--- src/include/bbd_pkg.sv ---
// constants for the branch and bit instruction decoder
package bbd_pkg;

  // ----------------------------------------------------------------
  // opcodes
  // ----------------------------------------------------------------
  localparam logic [7:0] OP_LONG_CALL       = 8'h12;
  localparam logic [7:0] OP_LONG_JUMP       = 8'h02;
  localparam logic [7:0] OP_SHORT_REL_JUMP  = 8'h80;
  localparam logic [7:0] OP_INDEXED_JUMP    = 8'h73;
  localparam logic [7:0] OP_ACC_ZERO        = 8'h60;
  localparam logic [7:0] OP_ACC_NONZERO     = 8'h70;
  localparam logic [7:0] OP_CARRY_SET       = 8'h40;
  localparam logic [7:0] OP_CARRY_CLEAR     = 8'h50;
  localparam logic [7:0] OP_BIT_SET         = 8'h20;
  localparam logic [7:0] OP_BIT_CLEAR       = 8'h30;
  localparam logic [7:0] OP_BIT_SET_CLR     = 8'h10;
  localparam logic [7:0] OP_CMP_DIR         = 8'hB5;
  localparam logic [7:0] OP_CMP_IMM         = 8'hB4;
  localparam logic [7:0] OP_CMP_REG         = 8'hB8;
  localparam logic [7:0] OP_CMP_IND         = 8'hB6;
  localparam logic [7:0] OP_DEC_REG         = 8'hD8;
  localparam logic [7:0] OP_DEC_DIR         = 8'hD5;
  localparam logic [7:0] OP_BIT_CLR         = 8'hC2;
  localparam logic [7:0] OP_BIT_ONE         = 8'hD2;
  localparam logic [7:0] OP_BIT_INV         = 8'hB2;
  localparam logic [7:0] OP_AND_C           = 8'h82;
  localparam logic [7:0] OP_OR_C            = 8'h72;
  localparam logic [7:0] OP_ANDN_C          = 8'hB0;
  localparam logic [7:0] OP_ORN_C           = 8'hA0;
  localparam logic [7:0] OP_MOV_TO_C        = 8'hA2;
  localparam logic [7:0] OP_MOV_FROM_C      = 8'h92;
  localparam logic [7:0] OP_AND_DIR_A       = 8'h52;
  localparam logic [7:0] OP_AND_DIR_IMM     = 8'h53;
  localparam logic [7:0] OP_OR_DIR_A        = 8'h42;
  localparam logic [7:0] OP_OR_DIR_IMM      = 8'h43;
  localparam logic [7:0] OP_XOR_DIR_A       = 8'h62;
  localparam logic [7:0] OP_XOR_DIR_IMM     = 8'h63;
  localparam logic [7:0] OP_INC_DIR         = 8'h05;
  localparam logic [7:0] OP_INC_IND         = 8'h06;
  localparam logic [7:0] OP_DEC_DIR1        = 8'h15;
  localparam logic [7:0] OP_DEC_IND         = 8'h16;
  // abs call/jump: low five bits, page bits in [7:5]
  localparam logic [4:0] OP_ABS_CALL_LO     = 5'h11;
  localparam logic [4:0] OP_ABS_JUMP_LO     = 5'h01;
  // masks for register / indirect ranges
  localparam logic [7:0] MASK_REG           = 8'hF8;
  localparam logic [7:0] MASK_IND           = 8'hFE;

  // ----------------------------------------------------------------
  // base cycle counts and lengths
  // ----------------------------------------------------------------
  localparam logic [2:0] CYC_2 = 3'h2;
  localparam logic [2:0] CYC_3 = 3'h3;
  localparam logic [2:0] CYC_4 = 3'h4;
  localparam logic [2:0] CYC_5 = 3'h5;
  localparam logic [1:0] LEN_1 = 2'h1;
  localparam logic [1:0] LEN_2 = 2'h2;
  localparam logic [1:0] LEN_3 = 2'h3;
  localparam logic [2:0] CYC_ONE = 3'h1;

  // ----------------------------------------------------------------
  // page layout and bit operation codes
  // ----------------------------------------------------------------
  localparam int PAGE_BITS = 11;

  typedef enum logic [2:0] {
    BBD_BIT_NONE, BBD_BIT_CLR, BBD_BIT_SET, BBD_BIT_INV,
    BBD_BIT_FROM_C
  } bbd_bitop_type;

  typedef enum logic [2:0] {
    BBD_C_NONE, BBD_C_AND, BBD_C_OR, BBD_C_ANDN, BBD_C_ORN, BBD_C_MOV
  } bbd_cop_type;

endpackage

--- src/bbd_target.sv ---
// branch target arithmetic
`timescale 1ns/1ps

module bbd_target
(
  input  wire logic [15:0] nextPc,
  input  wire logic [7:0]  relOffset,
  input  wire logic [7:0]  addrLo,
  input  wire logic [7:0]  addrHi,
  input  wire logic [2:0]  pageBits,
  input  wire logic [7:0]  acc,
  input  wire logic [15:0] dataPointer,
  output logic      [15:0] relTarget,
  output logic      [15:0] absTarget,
  output logic      [15:0] longTarget,
  output logic      [15:0] indexTarget
);

  always_comb
  begin
    relTarget   = nextPc + {{8{relOffset[7]}}, relOffset};
    absTarget   = {nextPc[15:bbd_pkg::PAGE_BITS], pageBits, addrLo};
    longTarget  = {addrHi, addrLo};
    indexTarget = dataPointer + {8'h00, acc};
  end

endmodule // bbd_target

--- src/bbd_decoder.sv ---
// decode and cycle timing for branch, bit and rmw instructions
// ------------------------------------------------------------------
// ------------------------------------------------------------------
`timescale 1ns/1ps

module bbd_decoder
(
  input  wire logic        clk,
  input  wire logic        rst_n,
  input  wire logic        start,
  input  wire logic [7:0]  opcode,
  input  wire logic [7:0]  operand1,
  input  wire logic [7:0]  operand2,
  input  wire logic [15:0] instrPc,
  input  wire logic [7:0]  acc,
  input  wire logic        carry,
  input  wire logic [15:0] dataPointer,
  input  wire logic        bitValue,
  input  wire logic [7:0]  compareValue,
  input  wire logic [7:0]  decValue,
  input  wire logic        portTarget,
  output logic             busy,
  output logic             fetchNext,
  output logic [15:0]      newPc,
  output logic [1:0]       instrLength,
  output logic [2:0]       cycleCount,
  output logic             branchTaken,
  output logic             readLatch,
  output logic             rmwClass,
  output logic             bitWrite,
  output logic             bitResult,
  output logic             carryWrite,
  output logic             carryResult,
  output logic             known
);

  // ----------------------------------------------------------------
  // decode helpers
  // ----------------------------------------------------------------
  function automatic logic inRange(input logic [7:0] op,
                                   input logic [7:0] base,
                                   input logic [7:0] mask);
    return (op & mask) == base;
  endfunction

  function automatic logic isAbs(input logic [7:0] op);
    return op[4:0] == bbd_pkg::OP_ABS_CALL_LO ||
           op[4:0] == bbd_pkg::OP_ABS_JUMP_LO;
  endfunction

  typedef enum logic { BBD_IDLE, BBD_EXEC } bbd_state_type;

  bbd_state_type state;
  bbd_state_type next_state;
  logic [2:0]    remain;
  logic [2:0]    next_remain;

  logic [15:0] nextAddr;
  logic [15:0] relTarget;
  logic [15:0] absTarget;
  logic [15:0] longTarget;
  logic [15:0] indexTarget;

  logic [1:0]    decLen;
  logic [2:0]    decCyc;
  logic          decCond;
  logic          decUncond;
  logic          decKnown;
  logic          decRmw;
  logic [15:0]   decTarget;
  logic          decJump;
  bbd_pkg::bbd_bitop_type decBitOp;
  bbd_pkg::bbd_cop_type   decCop;
  logic [7:0]    decMinus;

  logic [1:0]  next_instrLength;
  logic [2:0]  next_cycleCount;
  logic [15:0] next_newPc;
  logic        next_branchTaken;
  logic        next_readLatch;
  logic        next_rmwClass;
  logic        next_bitWrite;
  logic        next_bitResult;
  logic        next_carryWrite;
  logic        next_carryResult;
  logic        next_known;
  logic        next_fetchNext;
  logic        next_busy;
  logic [2:0]  total;

  always_comb
  begin
    nextAddr = instrPc + {14'h0000, decLen};
  end

  // target picked from the opcode alone, so no loop through the length
  always_comb
  begin
    longTarget = {operand1, operand2};
    decTarget  = relTarget;
    if (isAbs(opcode))
      decTarget = absTarget;
    else if (opcode == bbd_pkg::OP_LONG_CALL ||
             opcode == bbd_pkg::OP_LONG_JUMP)
      decTarget = longTarget;
    else if (opcode == bbd_pkg::OP_INDEXED_JUMP)
      decTarget = indexTarget;
  end

  bbd_target targetCalc
  (
    .nextPc      (nextAddr),
    .relOffset   (decCond && decLen == bbd_pkg::LEN_3 ? operand2
                                                     : operand1),
    .addrLo      (operand1),
    .addrHi      (operand1),
    .pageBits    (opcode[7:5]),
    .acc         (acc),
    .dataPointer (dataPointer),
    .relTarget   (relTarget),
    .absTarget   (absTarget),
    .longTarget  (),
    .indexTarget (indexTarget)
  );

  // ----------------------------------------------------------------
  // opcode decode
  // ----------------------------------------------------------------
  always_comb
  begin
    decLen    = bbd_pkg::LEN_1;
    decCyc    = bbd_pkg::CYC_ONE;
    decCond   = 1'b0;
    decUncond = 1'b0;
    decKnown  = 1'b1;
    decRmw    = 1'b0;
    decJump   = 1'b0;
    decBitOp  = bbd_pkg::BBD_BIT_NONE;
    decCop    = bbd_pkg::BBD_C_NONE;
    decMinus  = decValue - 8'h01;
    if (isAbs(opcode))
    begin
      decLen = bbd_pkg::LEN_2;
      decCyc = bbd_pkg::CYC_3;
      decUncond = 1'b1;
    end
    else
    begin
      case (opcode)
        bbd_pkg::OP_LONG_CALL, bbd_pkg::OP_LONG_JUMP:
        begin
          decLen = bbd_pkg::LEN_3;
          decCyc = bbd_pkg::CYC_4;
          decUncond = 1'b1;
        end
        bbd_pkg::OP_SHORT_REL_JUMP:
        begin
          decLen = bbd_pkg::LEN_2;
          decCyc = bbd_pkg::CYC_4;
          decUncond = 1'b1;
        end
        bbd_pkg::OP_INDEXED_JUMP:
        begin
          decCyc = bbd_pkg::CYC_3;
          decJump = 1'b1;
        end
        bbd_pkg::OP_ACC_ZERO, bbd_pkg::OP_ACC_NONZERO:
        begin
          decLen = bbd_pkg::LEN_2;
          decCyc = bbd_pkg::CYC_3;
          decJump = (acc == 8'h00) == (opcode == bbd_pkg::OP_ACC_ZERO);
          decCond = 1'b1;
        end
        bbd_pkg::OP_CARRY_SET, bbd_pkg::OP_CARRY_CLEAR:
        begin
          decLen = bbd_pkg::LEN_2;
          decCyc = bbd_pkg::CYC_3;
          decJump = carry == (opcode == bbd_pkg::OP_CARRY_SET);
          decCond = 1'b1;
        end
        bbd_pkg::OP_BIT_SET, bbd_pkg::OP_BIT_CLEAR:
        begin
          decLen = bbd_pkg::LEN_3;
          decCyc = bbd_pkg::CYC_4;
          decJump = bitValue == (opcode == bbd_pkg::OP_BIT_SET);
          decCond = 1'b1;
        end
        bbd_pkg::OP_BIT_SET_CLR:
        begin
          decLen = bbd_pkg::LEN_3;
          decCyc = bbd_pkg::CYC_4;
          decJump = bitValue;
          decCond = 1'b1;
          decRmw = 1'b1;
          if (bitValue)
            decBitOp = bbd_pkg::BBD_BIT_CLR;
        end
        bbd_pkg::OP_CMP_DIR, bbd_pkg::OP_CMP_IMM:
        begin
          decLen = bbd_pkg::LEN_3;
          decCyc = bbd_pkg::CYC_4;
          decJump = acc != compareValue;
          decCond = 1'b1;
        end
        bbd_pkg::OP_DEC_DIR:
        begin
          decLen = bbd_pkg::LEN_3;
          decCyc = bbd_pkg::CYC_4;
          decJump = decMinus != 8'h00;
          decCond = 1'b1;
          decRmw = 1'b1;
        end
        bbd_pkg::OP_BIT_CLR, bbd_pkg::OP_BIT_ONE,
        bbd_pkg::OP_BIT_INV, bbd_pkg::OP_MOV_FROM_C:
        begin
          decLen = bbd_pkg::LEN_2;
          decCyc = bbd_pkg::CYC_3;
          decRmw = 1'b1;
          case (opcode)
            bbd_pkg::OP_BIT_CLR:  decBitOp = bbd_pkg::BBD_BIT_CLR;
            bbd_pkg::OP_BIT_ONE:  decBitOp = bbd_pkg::BBD_BIT_SET;
            bbd_pkg::OP_BIT_INV:  decBitOp = bbd_pkg::BBD_BIT_INV;
            default:              decBitOp = bbd_pkg::BBD_BIT_FROM_C;
          endcase
        end
        bbd_pkg::OP_AND_C, bbd_pkg::OP_OR_C, bbd_pkg::OP_ANDN_C,
        bbd_pkg::OP_ORN_C, bbd_pkg::OP_MOV_TO_C:
        begin
          decLen = bbd_pkg::LEN_2;
          decCyc = bbd_pkg::CYC_2;
          case (opcode)
            bbd_pkg::OP_AND_C:  decCop = bbd_pkg::BBD_C_AND;
            bbd_pkg::OP_OR_C:   decCop = bbd_pkg::BBD_C_OR;
            bbd_pkg::OP_ANDN_C: decCop = bbd_pkg::BBD_C_ANDN;
            bbd_pkg::OP_ORN_C:  decCop = bbd_pkg::BBD_C_ORN;
            default:            decCop = bbd_pkg::BBD_C_MOV;
          endcase
        end
        bbd_pkg::OP_AND_DIR_A, bbd_pkg::OP_OR_DIR_A,
        bbd_pkg::OP_XOR_DIR_A, bbd_pkg::OP_INC_DIR,
        bbd_pkg::OP_DEC_DIR1:
        begin
          decLen = bbd_pkg::LEN_2;
          decCyc = bbd_pkg::CYC_3;
          decRmw = 1'b1;
        end
        bbd_pkg::OP_AND_DIR_IMM, bbd_pkg::OP_OR_DIR_IMM,
        bbd_pkg::OP_XOR_DIR_IMM:
        begin
          decLen = bbd_pkg::LEN_3;
          decCyc = bbd_pkg::CYC_4;
          decRmw = 1'b1;
        end
        default:
        begin
          if (inRange(opcode, bbd_pkg::OP_CMP_REG, bbd_pkg::MASK_REG))
          begin
            decLen = bbd_pkg::LEN_3;
            decCyc = bbd_pkg::CYC_4;
            decJump = acc != compareValue;
            decCond = 1'b1;
          end
          else if (inRange(opcode, bbd_pkg::OP_CMP_IND,
                           bbd_pkg::MASK_IND))
          begin
            decLen = bbd_pkg::LEN_3;
            decCyc = bbd_pkg::CYC_5;
            decJump = acc != compareValue;
            decCond = 1'b1;
          end
          else if (inRange(opcode, bbd_pkg::OP_DEC_REG,
                           bbd_pkg::MASK_REG))
          begin
            decLen = bbd_pkg::LEN_2;
            decCyc = bbd_pkg::CYC_3;
            decJump = decMinus != 8'h00;
            decCond = 1'b1;
          end
          else if (inRange(opcode, bbd_pkg::OP_INC_IND,
                           bbd_pkg::MASK_IND) ||
                   inRange(opcode, bbd_pkg::OP_DEC_IND,
                           bbd_pkg::MASK_IND))
          begin
            decCyc = bbd_pkg::CYC_3;
            decRmw = 1'b1;
          end
          else
            decKnown = 1'b0;
        end
      endcase
    end
    if (decUncond)
      decJump = 1'b1;
  end

  // ----------------------------------------------------------------
  // result and cycle count
  // ----------------------------------------------------------------
  always_comb
  begin
    total = decCyc;
    if (decCond && decJump)
      total = decCyc + bbd_pkg::CYC_ONE;
    if (decUncond && decTarget == nextAddr)
      total = decCyc - bbd_pkg::CYC_ONE;
    next_state       = state;
    next_remain      = remain;
    next_instrLength = instrLength;
    next_cycleCount  = cycleCount;
    next_newPc       = newPc;
    next_branchTaken = branchTaken;
    next_readLatch   = 1'b0;
    next_rmwClass    = rmwClass;
    next_bitWrite    = 1'b0;
    next_bitResult   = bitResult;
    next_carryWrite  = 1'b0;
    next_carryResult = carryResult;
    next_known       = known;
    next_fetchNext   = 1'b0;
    next_busy        = busy;
    case (state)
      BBD_IDLE:
      begin
        if (start)
        begin
          next_instrLength = decLen;
          next_cycleCount  = total;
          next_newPc       = decJump ? decTarget : nextAddr;
          next_branchTaken = decJump;
          next_rmwClass    = decRmw;
          next_readLatch   = decRmw && portTarget;
          next_known       = decKnown;
          next_bitWrite    = decBitOp != bbd_pkg::BBD_BIT_NONE;
          case (decBitOp)
            bbd_pkg::BBD_BIT_SET:    next_bitResult = 1'b1;
            bbd_pkg::BBD_BIT_INV:    next_bitResult = ~bitValue;
            bbd_pkg::BBD_BIT_FROM_C: next_bitResult = carry;
            default:                 next_bitResult = 1'b0;
          endcase
          next_carryWrite  = decCop != bbd_pkg::BBD_C_NONE;
          case (decCop)
            bbd_pkg::BBD_C_AND:  next_carryResult = carry & bitValue;
            bbd_pkg::BBD_C_OR:   next_carryResult = carry | bitValue;
            bbd_pkg::BBD_C_ANDN: next_carryResult = carry & ~bitValue;
            bbd_pkg::BBD_C_ORN:  next_carryResult = carry | ~bitValue;
            bbd_pkg::BBD_C_MOV:  next_carryResult = bitValue;
            default:             next_carryResult = carry;
          endcase
          if (total == bbd_pkg::CYC_ONE)
            next_fetchNext = 1'b1;
          else
          begin
            next_remain = total - bbd_pkg::CYC_ONE;
            next_busy   = 1'b1;
            next_state  = BBD_EXEC;
          end
        end
      end
      BBD_EXEC:
      begin
        next_remain = remain - bbd_pkg::CYC_ONE;
        if (remain == bbd_pkg::CYC_ONE)
        begin
          next_fetchNext = 1'b1;
          next_busy      = 1'b0;
          next_state     = BBD_IDLE;
        end
      end
      default:
        next_state = BBD_IDLE;
    endcase
  end

  always_ff @(posedge clk)
  begin
    if (!rst_n)
    begin
      state       <= BBD_IDLE;
      remain      <= 3'h0;
      instrLength <= 2'h0;
      cycleCount  <= 3'h0;
      newPc       <= 16'h0000;
      branchTaken <= 1'b0;
      readLatch   <= 1'b0;
      rmwClass    <= 1'b0;
      bitWrite    <= 1'b0;
      bitResult   <= 1'b0;
      carryWrite  <= 1'b0;
      carryResult <= 1'b0;
      known       <= 1'b0;
      fetchNext   <= 1'b0;
      busy        <= 1'b0;
    end
    else
    begin
      state       <= next_state;
      remain      <= next_remain;
      instrLength <= next_instrLength;
      cycleCount  <= next_cycleCount;
      newPc       <= next_newPc;
      branchTaken <= next_branchTaken;
      readLatch   <= next_readLatch;
      rmwClass    <= next_rmwClass;
      bitWrite    <= next_bitWrite;
      bitResult   <= next_bitResult;
      carryWrite  <= next_carryWrite;
      carryResult <= next_carryResult;
      known       <= next_known;
      fetchNext   <= next_fetchNext;
      busy        <= next_busy;
    end
  end

endmodule // bbd_decoder

--- config.mk ---
export PLATFORM = sky130hd
export DESIGN_NAME = bbd_decoder
export DESIGN_NICKNAME = d
export VERILOG_FILES = /design/src/include/bbd_pkg.sv /design/src/bbd_target.sv /design/src/bbd_decoder.sv
export SDC_FILE = /design/constraint.sdc
export NUM_CORES = 1
export LEC_CHECK = 0
export ABC_AREA = 1
export BUFFER_PORTS_ARGS = -buffer_cell sky130_fd_sc_hd__buf_4
export CAP_MARGIN = 10
export CORE_MARGIN = 2
export CORE_UTILIZATION = 43
export DETAILED_ROUTE_END_ITERATION = 16
export GPL_TIMING_DRIVEN = 0
export HOLD_SLACK_MARGIN = 0.06
export MAX_ROUTING_LAYER = met4
export PLACE_DENSITY = 0.66
export SETUP_SLACK_MARGIN = 0.05
export SYNTH_ARGS = -nofsm -noshare
export SYNTH_HDL_FRONTEND = slang
export SYNTH_SLANG_ARGS = --single-unit
--- constraint.sdc ---
create_clock -name clk -period 6.8 [get_ports clk]
set_input_delay 0.34 -clock clk [delete_from_list [all_inputs] [get_ports clk]]
set_output_delay 0.34 -clock clk [all_outputs]
set_load 0.05 [all_outputs]
## Yosys cells after proc, flatten, opt, wreduce, memory -nomap -nowiden

Index checks and enable logic that the tools add are counted.

| storage, ports and cells | value |
|---|---|
| input port bits | 86 |
| word-level logic and storage cells | 186 |
| bits in registers | 35 |

| operators by class | value |
|---|---|
| multiplexer cells | 66 |
| equal/unequal tests | 57 |
| $add $sub $neg | 8 |
| reduce and logical (&&, ||, !) cells | 32 |
| bitwise operators | 8 |

Operators with widths:

| cell | number |
|---|---|
| equality test 8 x 7 -> 1 bit (second input constant) | 12 |
| equality test 8 bit (second input constant) | 12 |
| 2-to-1 mux 16 bit | 4 |
| 2-to-1 mux 1 bit | 31 |
| OR reduction 31 bit | 1 |
| 2-to-1 mux 3 bit | 10 |
| OR reduction 14 bit | 2 |
| equality test 8 x 5 -> 1 bit (second input constant) | 3 |
| OR reduction 21 bit | 1 |
| OR reduction 20 bit | 1 |
| OR reduction 19 bit | 1 |
| case mux 3 bit (3 select lines) | 2 |
| OR reduction 17 bit | 1 |
| adder 16 bit | 1 |
| adder 16 x 2 -> 16 bit | 1 |
| adder 16 x 8 -> 16 bit | 1 |
| equality test 16 bit | 1 |
| equality test 8 x 6 -> 1 bit (second input constant) | 2 |
| equality test 5 bit (second input constant) | 3 |
| equality test 3 x 2 -> 1 bit (second input constant) | 4 |
| 2-to-1 mux 2 bit | 6 |
| case mux 3 bit (2 select lines) | 2 |
| case mux 3 bit (4 select lines) | 1 |
| OR reduction 12 bit | 1 |
| 38 further kinds | 67 |

## Depth between registers and ports, before layout

| depth | value |
|---|---|
| depth after elaboration | 20 |
| depth in mapped cells | 47 |

## Modules after synthesis

A second synthesis with hierarchy kept.

| second synthesis, totals | value |
|---|---|
| cell total of the unflattened synthesis | 1115 |
| area total of the unflattened synthesis | 5969.5 sq um |

By module, submodules not included:

| module | times used | sequential area each (sq um) | area an instance (sq um) | cells an instance |
|---|---|---|---|---|
| bbd_decoder | 1 | 700.7 | 4100.2 | 773 |
| bbd_target | 1 | 0.0 | 1869.3 | 342 |

## Worst setup path after synthesis

OpenSTA, ideal clock, no wires.

| timing path | value |
|---|---|
| path kind | input to register |
| from | input port opcode[1] |
| to | register remain[1] |
| arrival | 5647 ps |
| required time | 6686 ps |
| path buffers | 3 |
| path slack | 1039 ps |
| library setup time | 114 ps |
| stages | 37 |
| cell sequence | inv_1 -> nand2_1 -> nor2_1 -> clkinv_1 -> clkbuf_1 -> clkbuf_1 -> buf_2 -> nand4_1 -> fa_1 -> nand3_1 -> nor3_1 -> nand3_1 -> nand3b_1 -> nor2_1 -> nand3_1 -> xor2_1 -> inv_1 -> ha_1 -> inv_1 -> nor3_1 -> nor3b_1 -> nand2_2 -> nand3_2 -> nand3_1 -> nand2_1 -> nand2_1 -> nand2_1 -> nand4_1 -> nor3_2 -> nand2_1 -> o21ai_0 -> ha_1 -> nand3_2 -> nand2_2 -> nand2_2 -> nor2_1 -> nor2_2 |

| between the ends | value |
|---|---|
| longest elaborated chain between the ends | 19 |

RTL lines:

| element | line | text |
|---|---|---|
| start: declaration | bbd_decoder.sv:11 | `input wire logic [7:0] opcode,` |
| parallel branches: the longest is 4 deep, another holds OR reduction 19 bit | n/a |  |
| 2-to-1 mux 2 bit * | bbd_decoder.sv:141 | `if (isAbs(opcode))` |
| named net decLen[1] | bbd_decoder.sv:64 | `logic [1:0] decLen;` |
| parallel branches: the longest is 7 deep, another holds adder 16 x 2 -> 16 bit | n/a |  |
| equality test 16 bit * | bbd_decoder.sv:304 | `if (decUncond && decTarget == nextAddr)` |
| logical AND 1 bit * | bbd_decoder.sv:304 |  |
| 2-to-1 mux 3 bit * | bbd_decoder.sv:304 |  |
| subtractor 3 x 1 -> 3 bit | bbd_decoder.sv:353 | `next_remain = total - bbd_pkg::CYC_ONE;` |
| 2-to-1 mux 3 bit | bbd_decoder.sv:349 | `if (total == bbd_pkg::CYC_ONE)` |
| 2-to-1 mux 3 bit | bbd_decoder.sv:324 | `if (start)` |
| case mux 3 bit (2 select lines) | bbd_decoder.sv:321 | `case (state)` |
| end signal: assignment | bbd_decoder.sv:397 | `remain <= next_remain;` |
| end: declaration | bbd_decoder.sv:55 | `logic [2:0] remain;` |

Mark *: on every way through the listed nets, which the timed path passes. The select of a mux whose other input is x is not followed.
A chain may end at the register's enable or synchronous reset.

## Worst setup path after layout

| timing path | value |
|---|---|
| from | input port opcode[3] |
| to | register remain[1] |

| between the ends | value |
|---|---|
| longest elaborated chain between the ends | 20 |

RTL lines:

| element | line | text |
|---|---|---|
| equality test 5 bit | bbd_decoder.sv:43 | `return (op & mask) == base;` |
| 2-to-1 mux 2 bit | bbd_decoder.sv:271 | `else if (inRange(opcode, bbd_pkg::OP_DEC_REG,` |
| 2-to-1 mux 2 bit | bbd_decoder.sv:263 | `else if (inRange(opcode, bbd_pkg::OP_CMP_IND,` |
| 2-to-1 mux 2 bit | bbd_decoder.sv:256 | `if (inRange(opcode, bbd_pkg::OP_CMP_REG, bbd_pkg::MASK_REG))` |
| case mux 2 bit (3 select lines) | bbd_decoder.sv:149 | `case (opcode)` |
| 2-to-1 mux 2 bit * | bbd_decoder.sv:141 |  |
| named net decLen[0] | bbd_decoder.sv:64 |  |
| parallel branches: the longest is 7 deep, another holds adder 16 x 2 -> 16 bit | n/a |  |
| equality test 16 bit * | bbd_decoder.sv:304 |  |
| logical AND 1 bit * | bbd_decoder.sv:304 |  |
| 2-to-1 mux 3 bit * | bbd_decoder.sv:304 |  |
| named net total[0] | bbd_decoder.sv:89 | `logic [2:0] total;` |
| subtractor 3 x 1 -> 3 bit | bbd_decoder.sv:353 |  |
| 2-to-1 mux 3 bit | bbd_decoder.sv:349 |  |
| 2-to-1 mux 3 bit | bbd_decoder.sv:324 |  |
| case mux 3 bit (2 select lines) | bbd_decoder.sv:321 |  |

Marks and branches as above.

==> flow_summary.toml <==
[outcome]
outcome = "completed"

[worst_setup_path]
crit_type = "in2reg"
cp-startpoint = "opcode[3]"
cp-endpoint = "remain[1]"
crit_path_start_kind = "input port"
reg2reg_depth = 6
r2r-start = "state"
cp.required_ns = 6.97
timing.rr.end = "known"
endpoint_kind = "flip-flop"
worstPathArrival_ns = 6.35
worst_path_most_repeated_cell = "nand2_1"
rrSetupSlack_ns = 4.98
cp_slowest_cell = "xnor2_1"
crit_fanout = 10
critical_path.max_stage_delay_ns = 0.52

[synthesis]
async_flop_share_pct = 0
syn_avg_cell_area_um2 = 5.726
synth_edf_count = 0
syn_inst = 934
syn_nets = 1049
yosys_warnings = 0
ys_types = 51
synth_flop_cell = "dfxtp_1"
synth-seq-area-share_pct = 13.10
syn_area_um2 = 5348
synth_seq_cells = 35

[place]
hpwl_mm = 14.95
globalplace.congestion = 0.9356
place_area_um2 = 6429
io_buffer_count = 116

[floorplanning]
core_um2 = 12060
fp-row-count = 40
dieWidth_um = 115.5
pin_count = 117
initial_core_util_pct = 44.34
dieArea_um2 = 13340
dieHeight_um = 115.5

[drt]
ant_nets = 0
firstDrtPassIters = 5
wl_per_cell_um = 14.31
drt_iter0_drc = 405
vias = 6316
via_per_inst = 5.148
routed_wirelength_mm = 17.56
drc = 0

[clocking]
clock-sinks = 35
clkSlewWorstSetupHoldPaths_ns = 0.06
htree_levels = 2
tritoncts = "done"
cts_buffers = 5
clock_latency_ns = 0.28
clockBufferDepth = 2
root_buffer = "clkbuf_16"

[global_routing]
grt-ovfl-total = 0
track_usage_pct = 27.59
grt_max_degree = 11
antenna_found_initial = 0
busiest_layer = "met2"
grtUsageMet3_pct = 2.563
grt_pass1_vias = 6019
grt_use_met1_pct = 34.56
grt_pass1_wl_mm = 28.70
globalRouteMet2Util_pct = 46.08

[cells_and_area]
n_antenna_cell = 0
nets = 1173
area_growth_pct = 24.47
drive_gt1_share_pct = 21.15
final_area_um2 = 6656
layout_common_cells = "nand2_1, inv_1, buf_4, nor2_1, nand3_1"
final_core_util_pct = 55.19
final_common_cell = "nand2_1"

[hold_path]
hold_path_class = "in2reg"

[timing]
period_share_pct = 90.78
tightestPinTransition_ns = 0.6040
fin_skew_ns = 0.004019
max_freq_ghz = 0.1620
setup_violations = 0
slew_violations = 0
hold_violations = 0
slew_headroom_pct = 59.45
min_period_ns = 6.173
rsz0062_at_grt = "no"
fin_setup_tns_ns = 0

[power_and_ir_drop]
p_per_area_nw_per_um2 = 160.9
peakVddDrop_uv = 109.9
power_mw = 1.071
cellLeakagePower_nw = 3.502

[flow_run]
maxCapViolations = 0
-- worst min-delay path by stage --
stage          slack, ns  cells past startpoint         to        from
2_1_floorplan       0.46                      2  remain[1]   remain[1]
3_3_place_gp        0.46                      2  newPc[12]   newPc[12]
3_5_place_dp        0.46                      2   newPc[8]    newPc[8]
4_1_cts             0.30                      3  readLatch  portTarget
5_1_grt             0.30                      3  readLatch  portTarget
6_report            0.30                      3  readLatch  portTarget
-- cell type report --
cell class,instances,area [um^2]
Fill cell,1322,5405
Sequential cell,35,700.7
Tap cell,168,210.2
Timing Repair Buffer,118,885.9
Clock inverter,1,5.005
Multi-Input combinational cell,733,4081
Inverter,148,558.0
Buffer,17,82.58
Clock buffer,7,132.6
-- power by group --
| part | internal (mW) | switching, mW |
|---|---|---|
| logic | 0.218 | 0.397 |
| clock network | 0.135 | 0.0815 |
| registers | 0.226 | 0.0125 |
| total | 0.580 | 0.491 |
-- cells in the mapped netlist, drive strengths merged (6+ instances only) --
master | n | area (um^2)
inv | 143 | 536.8
a21oi | 60 | 304.0
xor2 | 23 | 201.4
nand4 | 29 | 227.7
o21ai | 48 | 240.2
o211ai | 9 | 67.56
nor3 | 19 | 121.4
nor2 | 94 | 392.9
clkbuf | 13 | 48.80
o21bai | 6 | 45.04
ha | 26 | 325.3
xnor2 | 14 | 122.6
nor4 | 6 | 37.54
dfxtp | 35 | 700.7
nand2 | 279 | 1132
nand3 | 91 | 520.5
-- layer usage --
| layer | up-vias | wire [um] |
|---|---|---|
| met5 | - | 0 |
| met4 | 0 | 724 |
| met3 | 47 | 588 |
| met2 | 166 | 8256 |
| met1 | 2795 | 7989 |
| li1 | 3308 | - |
-- what timing repair did --
action / in CTS / in global routing
setup buffers: 0 / 2
pin swaps: 0 / 1
setup endpoints to repair: 7 / 9
resized for setup: 6 / 14
hold buffers: 0 / 0
-- cells by family (layout without fill, tap and decap cells) --
kind of cell,after synthesis,after routing,synth area share (%)
buf+inv,166,291,11.93
compound gates,140,140,14.88
fa+ha+maj,29,29,7.206
xor+xnor,37,37,6.060
flops,35,35,13.10
mux,1,1,0.2106
simple gates,526,526,46.61
-- sequential cells by signal, indices dropped and copies added, names as in the netlist, 2 cells and up --
register / count
instrLength: 2
cycleCount: 3
remain: 3
newPc: 16
-- critical path, delay by kind of cell --
kind / cells / cell delay (ns)
simple gates: 30 / 3.58
fa+ha+maj: 4 / 0.97
xor+xnor: 1 / 0.52
compound gates: 2 / 0.45
buf+inv: 5 / 0.45
-- stage by stage --
| step | setup WS [ns] | std cells | hold slack [ns] |
|---|---|---|---|
| floorplan | 1.039 | 934 | 0.4621 |
| global placement | -0.8957 | 1218 | 0.4560 |
| detailed placement | -0.9207 | 1218 | 0.4591 |
| CTS | 0.08750 | 1226 | 0.3010 |
| global route | 0.04939 | 1227 | 0.3032 |
| finish | 0.6268 | 1227 | 0.3006 |
No activity file was read; power rests on OpenSTA's default activity.
